`config.mk`:
```
export PLATFORM = sky130hd
export DESIGN_NAME = dual_mode_timer_counters
export DESIGN_NICKNAME = d
export VERILOG_FILES = /design/src/verilog/dual_mode_timer_counters.v /design/src/verilog/pin_edge_sampler.v
export VERILOG_INCLUDE_DIRS = /design/src /design/src/shared
export SDC_FILE = /design/constraint.sdc
export NUM_CORES = 1
export LEC_CHECK = 0
export BUFFER_PORTS_ARGS = -buffer_cell sky130_fd_sc_hd__buf_2
export CORE_ASPECT_RATIO = 0.5
export CORE_UTILIZATION = 30
export CTS_BUF_LIST = sky130_fd_sc_hd__clkbuf_2 sky130_fd_sc_hd__clkbuf_4 sky130_fd_sc_hd__clkbuf_8
export DETAILED_ROUTE_END_ITERATION = 16
export SLEW_MARGIN = 20
export SYNTH_ARGS = -nofsm -noshare
export SYNTH_HDL_FRONTEND = slang
export SYNTH_SLANG_ARGS = --single-unit
```
`constraint.sdc`:
```
create_clock -name ref_clk_i -period 8.5 [get_ports ref_clk_i]
set_clock_uncertainty 0.05 [all_clocks]
set_input_delay 0.425 -clock ref_clk_i [delete_from_list [all_inputs] [get_ports ref_clk_i]]
set_output_delay 0.425 -clock ref_clk_i [all_outputs]
set_load 0.03 [all_outputs]
```
`src/shared/timer_consts.vh`:
```
// offsets, field positions, encodings and reset values of the timer/counter block
`ifndef TIMER_CONSTS_VH
`define TIMER_CONSTS_VH

// special function register addresses
`define TMR_ADDR_CTRL_A        8'h88
`define TMR_ADDR_MODE_SELECT   8'h89
`define TMR_ADDR_U0_LOW        8'h8a
`define TMR_ADDR_U1_LOW        8'h8b
`define TMR_ADDR_U0_HIGH       8'h8c
`define TMR_ADDR_U1_HIGH       8'h8d
`define TMR_ADDR_U2_CONTROL    8'hc8
`define TMR_ADDR_U2_RELOAD_LOW 8'hca
`define TMR_ADDR_U2_RELOAD_HI  8'hcb
`define TMR_ADDR_U2_LOW        8'hcc
`define TMR_ADDR_U2_HIGH       8'hcd

// timer_ctrl_a fields
`define TMR_CTRL_U1_FLAG       7
`define TMR_CTRL_U1_RUN        6
`define TMR_CTRL_U0_FLAG       5
`define TMR_CTRL_U0_RUN        4

// timer_mode_select fields
`define TMR_MODE_U1_GATE       7
`define TMR_MODE_U1_SOURCE     6
`define TMR_MODE_U1_FIELD_HI   5
`define TMR_MODE_U1_FIELD_LO   4
`define TMR_MODE_U0_GATE       3
`define TMR_MODE_U0_SOURCE     2
`define TMR_MODE_U0_FIELD_HI   1
`define TMR_MODE_U0_FIELD_LO   0

// unit2_control fields
`define TMR_U2_FLAG            7
`define TMR_U2_RUN             2
`define TMR_U2_SOURCE          1

// mode field encodings
`define TMR_MODE_PRESCALED     2'b00
`define TMR_MODE_CASCADED      2'b01
`define TMR_MODE_AUTORELOAD    2'b10
`define TMR_MODE_SPLIT         2'b11

// prescaler terminal value in the 13-bit mode
`define TMR_PRESCALE_TOP       5'h1f

// reset values
`define TMR_RST_BYTE           8'h00
`define TMR_RST_MODE_SELECT    8'h00
`define TMR_RST_CTRL           8'h00

`endif

```
`src/verilog/dual_mode_timer_counters.v`:
```
// three 16-bit timer/counters, mode select and pin gating on units 0 and 1 only, and special register access
`timescale 1ns/1ps
`default_nettype none
`include "timer_consts.vh"

module dual_mode_timer_counters (
  // clock and reset
  input  wire       ref_clk_i,
  input  wire       rst_i,
  // special function register port
  input  wire [7:0] sfr_addr_i,
  input  wire       sfr_wr_i,
  input  wire [7:0] sfr_wdata_i,
  output wire [7:0] sfr_rdata_o,
  // service routine vector acknowledge from the core
  input  wire       unit0_vector_ack_i,
  input  wire       unit1_vector_ack_i,
  // external pins
  input  wire       unit0_count_pin_i,
  input  wire       unit1_count_pin_i,
  input  wire       unit2_count_pin_i,
  input  wire       ext_irq0_pin_i,
  input  wire       ext_irq1_pin_i,
  // overflow flags toward the interrupt logic
  output wire       unit0_overflow_flag_o,
  output wire       unit1_overflow_flag_o,
  output wire       unit2_overflow_flag_o
);

  //////////////////////////////////////////////////////////////////////////////
  // state

  reg  [7:0] unit0_count_low_ff;
  reg  [7:0] unit0_count_high_ff;
  reg  [7:0] unit1_count_low_ff;
  reg  [7:0] unit1_count_high_ff;
  reg  [7:0] unit2_count_low_ff;
  reg  [7:0] unit2_count_high_ff;
  reg  [7:0] unit2_reload_low_ff;
  reg  [7:0] unit2_reload_high_ff;
  reg  [7:0] timer_mode_select_ff;
  reg  [7:0] timer_ctrl_a_ff;
  reg  [7:0] unit2_control_ff;
  reg  [7:0] rdata_ff;

  reg  [7:0] nxt_unit0_count_low;
  reg  [7:0] nxt_unit0_count_high;
  reg  [7:0] nxt_unit1_count_low;
  reg  [7:0] nxt_unit1_count_high;
  reg  [7:0] nxt_unit2_count_low;
  reg  [7:0] nxt_unit2_count_high;
  reg  [7:0] nxt_timer_ctrl_a;
  reg  [7:0] nxt_unit2_control;
  reg  [7:0] nxt_rdata;
  reg [16:0] unit0_step;
  reg [16:0] unit1_step;
  reg  [7:0] split_high;
  reg        split_ovf;
  reg [15:0] unit2_sum;
  reg        unit2_ovf;

  wire [4:0] pin_level;
  wire [4:0] pin_fall;

  //////////////////////////////////////////////////////////////////////////////
  // pin sampling: bit 0..2 count pins, bit 3..4 interrupt pins

  pin_edge_sampler #(
    .WIDTH (5)
  ) u_pins (
    .ref_clk_i (ref_clk_i),
    .rst_i     (rst_i),
    .pin_i     ({ext_irq1_pin_i, ext_irq0_pin_i, unit2_count_pin_i,
                 unit1_count_pin_i, unit0_count_pin_i}),
    .level_o   (pin_level),
    .fall_o    (pin_fall)
  );

  //////////////////////////////////////////////////////////////////////////////
  // field decode

  wire [1:0] unit0_mode_field = timer_mode_select_ff[`TMR_MODE_U0_FIELD_HI:`TMR_MODE_U0_FIELD_LO];
  wire [1:0] unit1_mode_field = timer_mode_select_ff[`TMR_MODE_U1_FIELD_HI:`TMR_MODE_U1_FIELD_LO];
  wire       unit0_pin_gate      = timer_mode_select_ff[`TMR_MODE_U0_GATE];
  wire       unit1_pin_gate      = timer_mode_select_ff[`TMR_MODE_U1_GATE];
  wire       unit0_source_select = timer_mode_select_ff[`TMR_MODE_U0_SOURCE];
  wire       unit1_source_select = timer_mode_select_ff[`TMR_MODE_U1_SOURCE];
  wire       unit0_run           = timer_ctrl_a_ff[`TMR_CTRL_U0_RUN];
  wire       unit1_run           = timer_ctrl_a_ff[`TMR_CTRL_U1_RUN];
  wire       unit2_run           = unit2_control_ff[`TMR_U2_RUN];
  wire       unit2_source_select = unit2_control_ff[`TMR_U2_SOURCE];

  // gate: pin must be high as well as run bit
  wire unit0_enable = unit0_run & (~unit0_pin_gate | pin_level[3]);
  wire unit1_enable = unit1_run & (~unit1_pin_gate | pin_level[4]);

  // count event: every cycle as timer, a sampled falling edge as counter
  wire unit0_tick = unit0_enable & (unit0_source_select ? pin_fall[0] : 1'b1);
  wire unit1_tick = unit1_enable & (unit1_source_select ? pin_fall[1] : 1'b1);
  wire unit2_tick = unit2_run & (unit2_source_select ? pin_fall[2] : 1'b1);

  // register write strobes
  wire wr_ctrl_a  = sfr_wr_i & (sfr_addr_i == `TMR_ADDR_CTRL_A);
  wire wr_mode    = sfr_wr_i & (sfr_addr_i == `TMR_ADDR_MODE_SELECT);
  wire wr_u0_low  = sfr_wr_i & (sfr_addr_i == `TMR_ADDR_U0_LOW);
  wire wr_u1_low  = sfr_wr_i & (sfr_addr_i == `TMR_ADDR_U1_LOW);
  wire wr_u0_high = sfr_wr_i & (sfr_addr_i == `TMR_ADDR_U0_HIGH);
  wire wr_u1_high = sfr_wr_i & (sfr_addr_i == `TMR_ADDR_U1_HIGH);
  wire wr_u2_ctrl = sfr_wr_i & (sfr_addr_i == `TMR_ADDR_U2_CONTROL);
  wire wr_u2_rl   = sfr_wr_i & (sfr_addr_i == `TMR_ADDR_U2_RELOAD_LOW);
  wire wr_u2_rh   = sfr_wr_i & (sfr_addr_i == `TMR_ADDR_U2_RELOAD_HI);
  wire wr_u2_low  = sfr_wr_i & (sfr_addr_i == `TMR_ADDR_U2_LOW);
  wire wr_u2_high = sfr_wr_i & (sfr_addr_i == `TMR_ADDR_U2_HIGH);

  //////////////////////////////////////////////////////////////////////////////
  // one count step for modes 00, 01, 10; returns {overflow, high, low}

  function [16:0] count_step;
    input [1:0] mode;
    input [7:0] low;
    input [7:0] high;
    input       tick;
    begin
      count_step = {1'b0, high, low};
      if (tick) begin
        case (mode)
          `TMR_MODE_PRESCALED: begin
            // upper three low-byte bits are left alone
            if (low[4:0] == `TMR_PRESCALE_TOP) begin
              count_step = {(high == 8'hff), high + 8'h01, low[7:5], 5'h00};
            end else begin
              count_step = {1'b0, high, low[7:5], low[4:0] + 5'h01};
            end
          end
          `TMR_MODE_CASCADED: begin
            count_step = {({high, low} == 16'hffff), {high, low} + 16'h0001};
          end
          `TMR_MODE_AUTORELOAD: begin
            if (low == 8'hff) begin
              count_step = {1'b1, high, high};
            end else begin
              count_step = {1'b0, high, low + 8'h01};
            end
          end
          default: begin
            count_step = {1'b0, high, low};
          end
        endcase
      end
    end
  endfunction

  //////////////////////////////////////////////////////////////////////////////
  // next-state of the counters; a software write wins over counting

  always @* begin
    unit0_step = count_step(unit0_mode_field, unit0_count_low_ff, unit0_count_high_ff,
                            unit0_tick);
    unit1_step = count_step(unit1_mode_field, unit1_count_low_ff, unit1_count_high_ff,
                            unit1_tick);
    split_high = unit0_count_high_ff;
    split_ovf  = 1'b0;
    if (unit0_mode_field == `TMR_MODE_SPLIT) begin
      // low byte on unit-0 controls and source
      unit0_step[16] = unit0_tick & (unit0_count_low_ff == 8'hff);
      unit0_step[7:0] = unit0_count_low_ff + {7'h00, unit0_tick};
      unit0_step[15:8] = unit0_count_high_ff;
      // high byte always counts clocks, gated only by the unit-1 run bit
      if (unit1_run) begin
        split_high = unit0_count_high_ff + 8'h01;
        split_ovf  = (unit0_count_high_ff == 8'hff);
      end
    end
    if (unit1_mode_field == `TMR_MODE_SPLIT) begin
      unit1_step = {1'b0, unit1_count_high_ff, unit1_count_low_ff};
    end
    nxt_unit0_count_low  = wr_u0_low  ? sfr_wdata_i : unit0_step[7:0];
    nxt_unit0_count_high = wr_u0_high ? sfr_wdata_i :
                           ((unit0_mode_field == `TMR_MODE_SPLIT) ? split_high
                                                                  : unit0_step[15:8]);
    nxt_unit1_count_low  = wr_u1_low  ? sfr_wdata_i : unit1_step[7:0];
    nxt_unit1_count_high = wr_u1_high ? sfr_wdata_i : unit1_step[15:8];
  end

  // unit 2: plain 16-bit counter reloaded from its reload pair on wrap
  always @* begin
    unit2_sum = {unit2_count_high_ff, unit2_count_low_ff};
    unit2_ovf = 1'b0;
    if (unit2_tick) begin
      if ({unit2_count_high_ff, unit2_count_low_ff} == 16'hffff) begin
        unit2_sum = {unit2_reload_high_ff, unit2_reload_low_ff};
        unit2_ovf = 1'b1;
      end else begin
        unit2_sum = {unit2_count_high_ff, unit2_count_low_ff} + 16'h0001;
      end
    end
    nxt_unit2_count_low  = wr_u2_low  ? sfr_wdata_i : unit2_sum[7:0];
    nxt_unit2_count_high = wr_u2_high ? sfr_wdata_i : unit2_sum[15:8];
  end

  //////////////////////////////////////////////////////////////////////////////
  // control registers: hardware set of a flag wins over any clear

  wire unit0_set = unit0_step[16];
  // in split mode the high byte of unit 0 owns the unit-1 flag
  wire unit1_set = (unit0_mode_field == `TMR_MODE_SPLIT) ? split_ovf : unit1_step[16];

  always @* begin
    nxt_timer_ctrl_a = wr_ctrl_a ? sfr_wdata_i : timer_ctrl_a_ff;
    if (unit0_vector_ack_i) begin
      nxt_timer_ctrl_a[`TMR_CTRL_U0_FLAG] = 1'b0;
    end
    if (unit1_vector_ack_i) begin
      nxt_timer_ctrl_a[`TMR_CTRL_U1_FLAG] = 1'b0;
    end
    if (unit0_set) begin
      nxt_timer_ctrl_a[`TMR_CTRL_U0_FLAG] = 1'b1;
    end
    if (unit1_set) begin
      nxt_timer_ctrl_a[`TMR_CTRL_U1_FLAG] = 1'b1;
    end
    nxt_unit2_control = wr_u2_ctrl ? sfr_wdata_i : unit2_control_ff;
    if (unit2_ovf) begin
      nxt_unit2_control[`TMR_U2_FLAG] = 1'b1;
    end
  end

  //////////////////////////////////////////////////////////////////////////////
  // read mux, registered; unmapped addresses read zero

  always @* begin
    case (sfr_addr_i)
      `TMR_ADDR_CTRL_A:        nxt_rdata = timer_ctrl_a_ff;
      `TMR_ADDR_MODE_SELECT:   nxt_rdata = timer_mode_select_ff;
      `TMR_ADDR_U0_LOW:        nxt_rdata = unit0_count_low_ff;
      `TMR_ADDR_U1_LOW:        nxt_rdata = unit1_count_low_ff;
      `TMR_ADDR_U0_HIGH:       nxt_rdata = unit0_count_high_ff;
      `TMR_ADDR_U1_HIGH:       nxt_rdata = unit1_count_high_ff;
      `TMR_ADDR_U2_CONTROL:    nxt_rdata = unit2_control_ff;
      `TMR_ADDR_U2_RELOAD_LOW: nxt_rdata = unit2_reload_low_ff;
      `TMR_ADDR_U2_RELOAD_HI:  nxt_rdata = unit2_reload_high_ff;
      `TMR_ADDR_U2_LOW:        nxt_rdata = unit2_count_low_ff;
      `TMR_ADDR_U2_HIGH:       nxt_rdata = unit2_count_high_ff;
      default:                 nxt_rdata = 8'h00;
    endcase
  end

  //////////////////////////////////////////////////////////////////////////////
  // register update

  always @(posedge ref_clk_i or posedge rst_i) begin
    if (rst_i) begin
      unit0_count_low_ff   <= `TMR_RST_BYTE;
      unit0_count_high_ff  <= `TMR_RST_BYTE;
      unit1_count_low_ff   <= `TMR_RST_BYTE;
      unit1_count_high_ff  <= `TMR_RST_BYTE;
      unit2_count_low_ff   <= `TMR_RST_BYTE;
      unit2_count_high_ff  <= `TMR_RST_BYTE;
      unit2_reload_low_ff  <= `TMR_RST_BYTE;
      unit2_reload_high_ff <= `TMR_RST_BYTE;
      timer_mode_select_ff <= `TMR_RST_MODE_SELECT;
      timer_ctrl_a_ff      <= `TMR_RST_CTRL;
      unit2_control_ff     <= `TMR_RST_CTRL;
      rdata_ff             <= 8'h00;
    end else begin
      unit0_count_low_ff   <= nxt_unit0_count_low;
      unit0_count_high_ff  <= nxt_unit0_count_high;
      unit1_count_low_ff   <= nxt_unit1_count_low;
      unit1_count_high_ff  <= nxt_unit1_count_high;
      unit2_count_low_ff   <= nxt_unit2_count_low;
      unit2_count_high_ff  <= nxt_unit2_count_high;
      if (wr_u2_rl) begin
        unit2_reload_low_ff <= sfr_wdata_i;
      end
      if (wr_u2_rh) begin
        unit2_reload_high_ff <= sfr_wdata_i;
      end
      if (wr_mode) begin
        timer_mode_select_ff <= sfr_wdata_i;
      end
      timer_ctrl_a_ff      <= nxt_timer_ctrl_a;
      unit2_control_ff     <= nxt_unit2_control;
      rdata_ff             <= nxt_rdata;
    end
  end

  //////////////////////////////////////////////////////////////////////////////
  // outputs

  assign sfr_rdata_o           = rdata_ff;
  assign unit0_overflow_flag_o = timer_ctrl_a_ff[`TMR_CTRL_U0_FLAG];
  assign unit1_overflow_flag_o = timer_ctrl_a_ff[`TMR_CTRL_U1_FLAG];
  assign unit2_overflow_flag_o = unit2_control_ff[`TMR_U2_FLAG];

endmodule

`default_nettype wire

```
`src/verilog/pin_edge_sampler.v`:
```
// two-stage synchroniser per pin with one extra sample for falling-edge detection
`timescale 1ns/1ps
`default_nettype none

module pin_edge_sampler #(
  parameter WIDTH = 5
) (
  // clock and reset
  input  wire             ref_clk_i,
  input  wire             rst_i,
  // raw pins
  input  wire [WIDTH-1:0] pin_i,
  // synchronised level and falling-edge pulse
  output wire [WIDTH-1:0] level_o,
  output wire [WIDTH-1:0] fall_o
);

  genvar g;
  generate
    for (g = 0; g < WIDTH; g = g + 1) begin : gen_pin
      reg meta_ff;
      reg sync_ff;
      reg prev_ff;

      // meta_ff is read by sync_ff only
      always @(posedge ref_clk_i or posedge rst_i) begin
        if (rst_i) begin
          meta_ff <= 1'b0;
          sync_ff <= 1'b0;
          prev_ff <= 1'b0;
        end else begin
          meta_ff <= pin_i[g];
          sync_ff <= meta_ff;
          prev_ff <= sync_ff;
        end
      end

      assign level_o[g] = sync_ff;
      // high sample followed by low sample: two cycles per edge at best
      assign fall_o[g]  = prev_ff & ~sync_ff;
    end
  endgenerate

endmodule

`default_nettype wire

```
==> out/metrics.csv <==
stage,metric,value,unit
logic_synthesis,Yosys warnings,0,
setup_path,reg2reg start,u_pins.gen_pin[0].sync_ff$_DFF_PP0_,
clock_tree,total number of H-tree levels,3,
sta,final setup vio count,0,
place,port buffer count,36,
floorplan,die height,111,um
pwr,clock power share,24.1,%
finish,nets,834,
logic_synthesis,Netlist cell types,77,
hold_path,hold depth,1,
finish,"commonest non-fill, non-tap cell in the layout",dfrtp_1,
logic_synthesis,post-synth top area share,38.3,%
grt,total track usage,19.1,%
hold_path,min-delay src,unit0_count_pin_i,
floorplan,initial core utilization,30.9,%
setup_path,worst path arrival time,2.88,ns
routing,final antenna-violating net count,0,
floorplan,Core Box Area,0.0230,mm2
grt,first-pass GRT wire length,36200,um
setup_path,slowest cell on the critical path,buf_2,
sta,Max Clock Freq,0.376,GHz
floorplan,Die Wd,220,um
grt,largest net degree at the start of global routing,57,
clock_tree,CTS tree,built,
logic_synthesis,Yosys reg bits,109,
place,DP HPWL,15800,um
sta,slew margin rel.,34.9,%
clock_tree,Max Buffers Root-to-Sink,2,
pwr,Worst VDD drop,0.0788,mV
sta,RSZ-0062 raised after global routing,no,
clock_tree,CTS Hold Bufs,0,
setup_path,r2r endpoint,unit0_count_low_ff[6]$_DFFE_PP0P_,
clock_tree,Post-CTS Setup Bufs,0,
setup_path,CP top delay family,simple AND/OR/NAND/NOR gates,
pwr,cell-internal power,0.000852,W
routing,drc violations,0,
job,Max Cap Viol,0,
setup_path,worst reg2reg setup slack,5.89,ns
setup_path,WP depth,7,
clock_tree,clk sink count,109,
clock_tree,CTS buffer count,9,
routing,DRT iter0 DRCs,594,
sta,final hold violations,0,
routing,final wirelength,22500,um
setup_path,max incr delay on CP,0.51,ns
setup_path,worst setup path class,input pin to register,
finish,Area Growth Syn to Fin,8.09,%
sta,crit share post-route,31.3,%
place,Placer Congestion,0.920,
setup_path,worst-case reg-to-reg path depth,10,
sta,"Slew Viols, Final",0,
hold_path,HP Class,input pin to register,
pwr,Sw Share,36.4,%
pwr,sequential share of power,52.9,%
clock_tree,Clock Pin Slew Worst Setup and Hold Paths,0.11,ns
pwr,part of the power in combinational logic,23.0,%
floorplan,Die ar.,0.0244,mm2
grt,number of global-route vias before repair,6205,
sta,slew of the pin with the lowest slew margin,0.969,ns
setup_path,CP Launch Type,input pin,
hold_path,Hold Path End,u_pins.gen_pin[0].meta_ff$_DFF_PP0_,
finish,Ant. Diodes,0,
logic_synthesis,syn avg cell area,8.96,um2
setup_path,critical path cell sequence,"buf_2, nor2b_1, nor2b_1, and2_1, nor2_1, a32oi_1, o21ai_0",
setup_path,worst path buffer plus inverter count,1,
grt,initial antenna violation count,0,
routing,WL per Instance,20.4,um
finish,most frequent cells in the layout,"dfrtp_1 (109), nand2_1 (84), nor2_1 (60)",
pwr,Leak,3.16,nW
logic_synthesis,Most used DFF post-synth,dfrtp_1,
finish,fin util,33.4,%
setup_path,"Max FO, Critical Path",27,
setup_path,most frequent CP cell,nor2b_1,
grt,total gr overflow,0,
setup_path,Setup crit end kind,register,
logic_synthesis,Mapped Area,0.00711,mm2
sta,crit path time final,2.66,ns
logic_synthesis,"FFs w/ async S/R, synth",100,%
pwr,Psw,0.000489,W
clock_tree,clock root buffer,clkbuf_8,
floorplan,row count,39,
logic_synthesis,Synth area leader,dfrtp_1,
logic_synthesis,syn_nets,833,
routing,vias per cell,5.86,
pwr,power per cell area,174,mW/mm2
logic_synthesis,most area-consuming cells after synthesis,"dfrtp_1 (38%), mux2_2 (7.1%), nand2_1 (4.4%), a21oi_1 (3.9%), o21ai_0 (3.7%)",
finish,share of layout cells above drive strength 1,15.9,%
logic_synthesis,Mapped Cells,794,
outcome,status,"finished, final reports clean",
logic_synthesis,register area share after synthesis,38.3,%
clock_tree,CTS resizes,0,
routing,via count,6486,
logic_synthesis,Post-synth EDFFs,0,
clock_tree,worst skew pair latency,0.40,ns
floorplan,# IOs,37,
setup_path,Crit path required time,8.71,ns
routing,TritonRoute pass-1 iters,5,
sta,setup_tns,0,ns
power groups by stage:
stage          logic (W)  registers [W]  clock network, W
2_1_floorplan   0.000278       0.000639                 0
3_3_place_gp    0.000296       0.000714                 0
3_5_place_dp    0.000305       0.000712                 0
4_1_cts         0.000305       0.000704          0.000335
5_1_grt         0.000346       0.000719          0.000351
6_report        0.000308       0.000709          0.000324
how the worst max path moves through the flow:
stage,end,slack [ns],start
after floorplan,count_step.high[0]$_DFFE_PP0P_,5.15,rst_i
after detailed placement,unit2_count_high_ff[1]$_DFFE_PP0P_,5.50,sfr_addr_i[0]
after global placement,count_step.high[3]$_DFFE_PP0P_,5.60,sfr_addr_i[0]
final,unit2_count_high_ff[1]$_DFFE_PP0P_,5.84,sfr_addr_i[0]
after global routing,unit2_count_high_ff[1]$_DFFE_PP0P_,5.55,sfr_addr_i[0]
after CTS,unit0_count_low_ff[6]$_DFFE_PP0P_,5.90,u_pins.gen_pin[0].sync_ff$_DFF_PP0_
kinds of logic after synthesis:
group	count (synthesis)	share of synthesized area (%)
AND/OR/NAND/NOR	275	19.3
buffers and inverters	69	4.20
AO/OA/AOI/OAI	250	24.0
flip-flops	109	38.3
XOR/XNOR	18	2.22
multiplexers	59	9.44
adder cells (fa/ha/maj)	14	2.44
layout make-up:
class / instances / area [um2]
fill: 2386 / 15300
multi-input combinational: 616 / 4090
sequential: 109 / 2730
tap: 307 / 384
timing repair buffer: 42 / 225
clock buffer: 13 / 173
inverter: 17 / 66.3
clock inverter: 3 / 26.3
metal layers:
metal  up-vias  track usage (%)  share of wire, %
met5         -                0                 0
met4         0             6.48               2.6
met3        45             2.47               7.4
met2       284             29.9                46
met1      3177             27.0                44
li1       2980                -                 -
stage by stage:
stage / std cells / worst slack (ns) / total power, W / hold slack, ns / area, um2
floorplan: 794 / 5.15 / 0.000917 / 0.281 / 7110
finish: 1107 / 5.84 / 0.00134 / 0.0677 / 7690
global placement: 1091 / 5.60 / 0.00101 / 0.282 / 7490
detailed placement: 1091 / 5.50 / 0.00102 / 0.286 / 7490
CTS: 1107 / 5.90 / 0.00134 / 0.0463 / 7690
global route: 1107 / 5.55 / 0.00142 / 0.0498 / 7690
synth_stat cells (7+ instances only):
master,n
a31oi_1,18
nand2_1,84
o22ai_1,15
nor2b_1,9
a22oi_1,17
nand3_1,39
o31ai_1,8
o2111ai_1,7
a211oi_1,9
dfrtp_1,109
ha_1,13
xnor2_1,7
a221oi_1,8
nor2_1,60
buf_2,16
o21ai_0,53
xor2_1,11
nor3_1,11
nand4_1,9
and2_1,7
inv_1,16
and3_1,21
clkbuf_1,29
mux2_2,45
mux2i_1,12
a21oi_1,56
worst register-to-register path, cell delays in order, from the launching register on:
cell and delay [ns]:
dfrtp_1 0.42, nor2b_1 0.28, o211ai_4 0.22, inv_2 0.30, ha_1 0.29, ha_1 0.25, nand3_1 0.11, xor2_1 0.16
a21oi_1 0.15, a21oi_1 0.08, a31oi_1 0.21
Note: power is estimated with default switching activity, not from simulation.
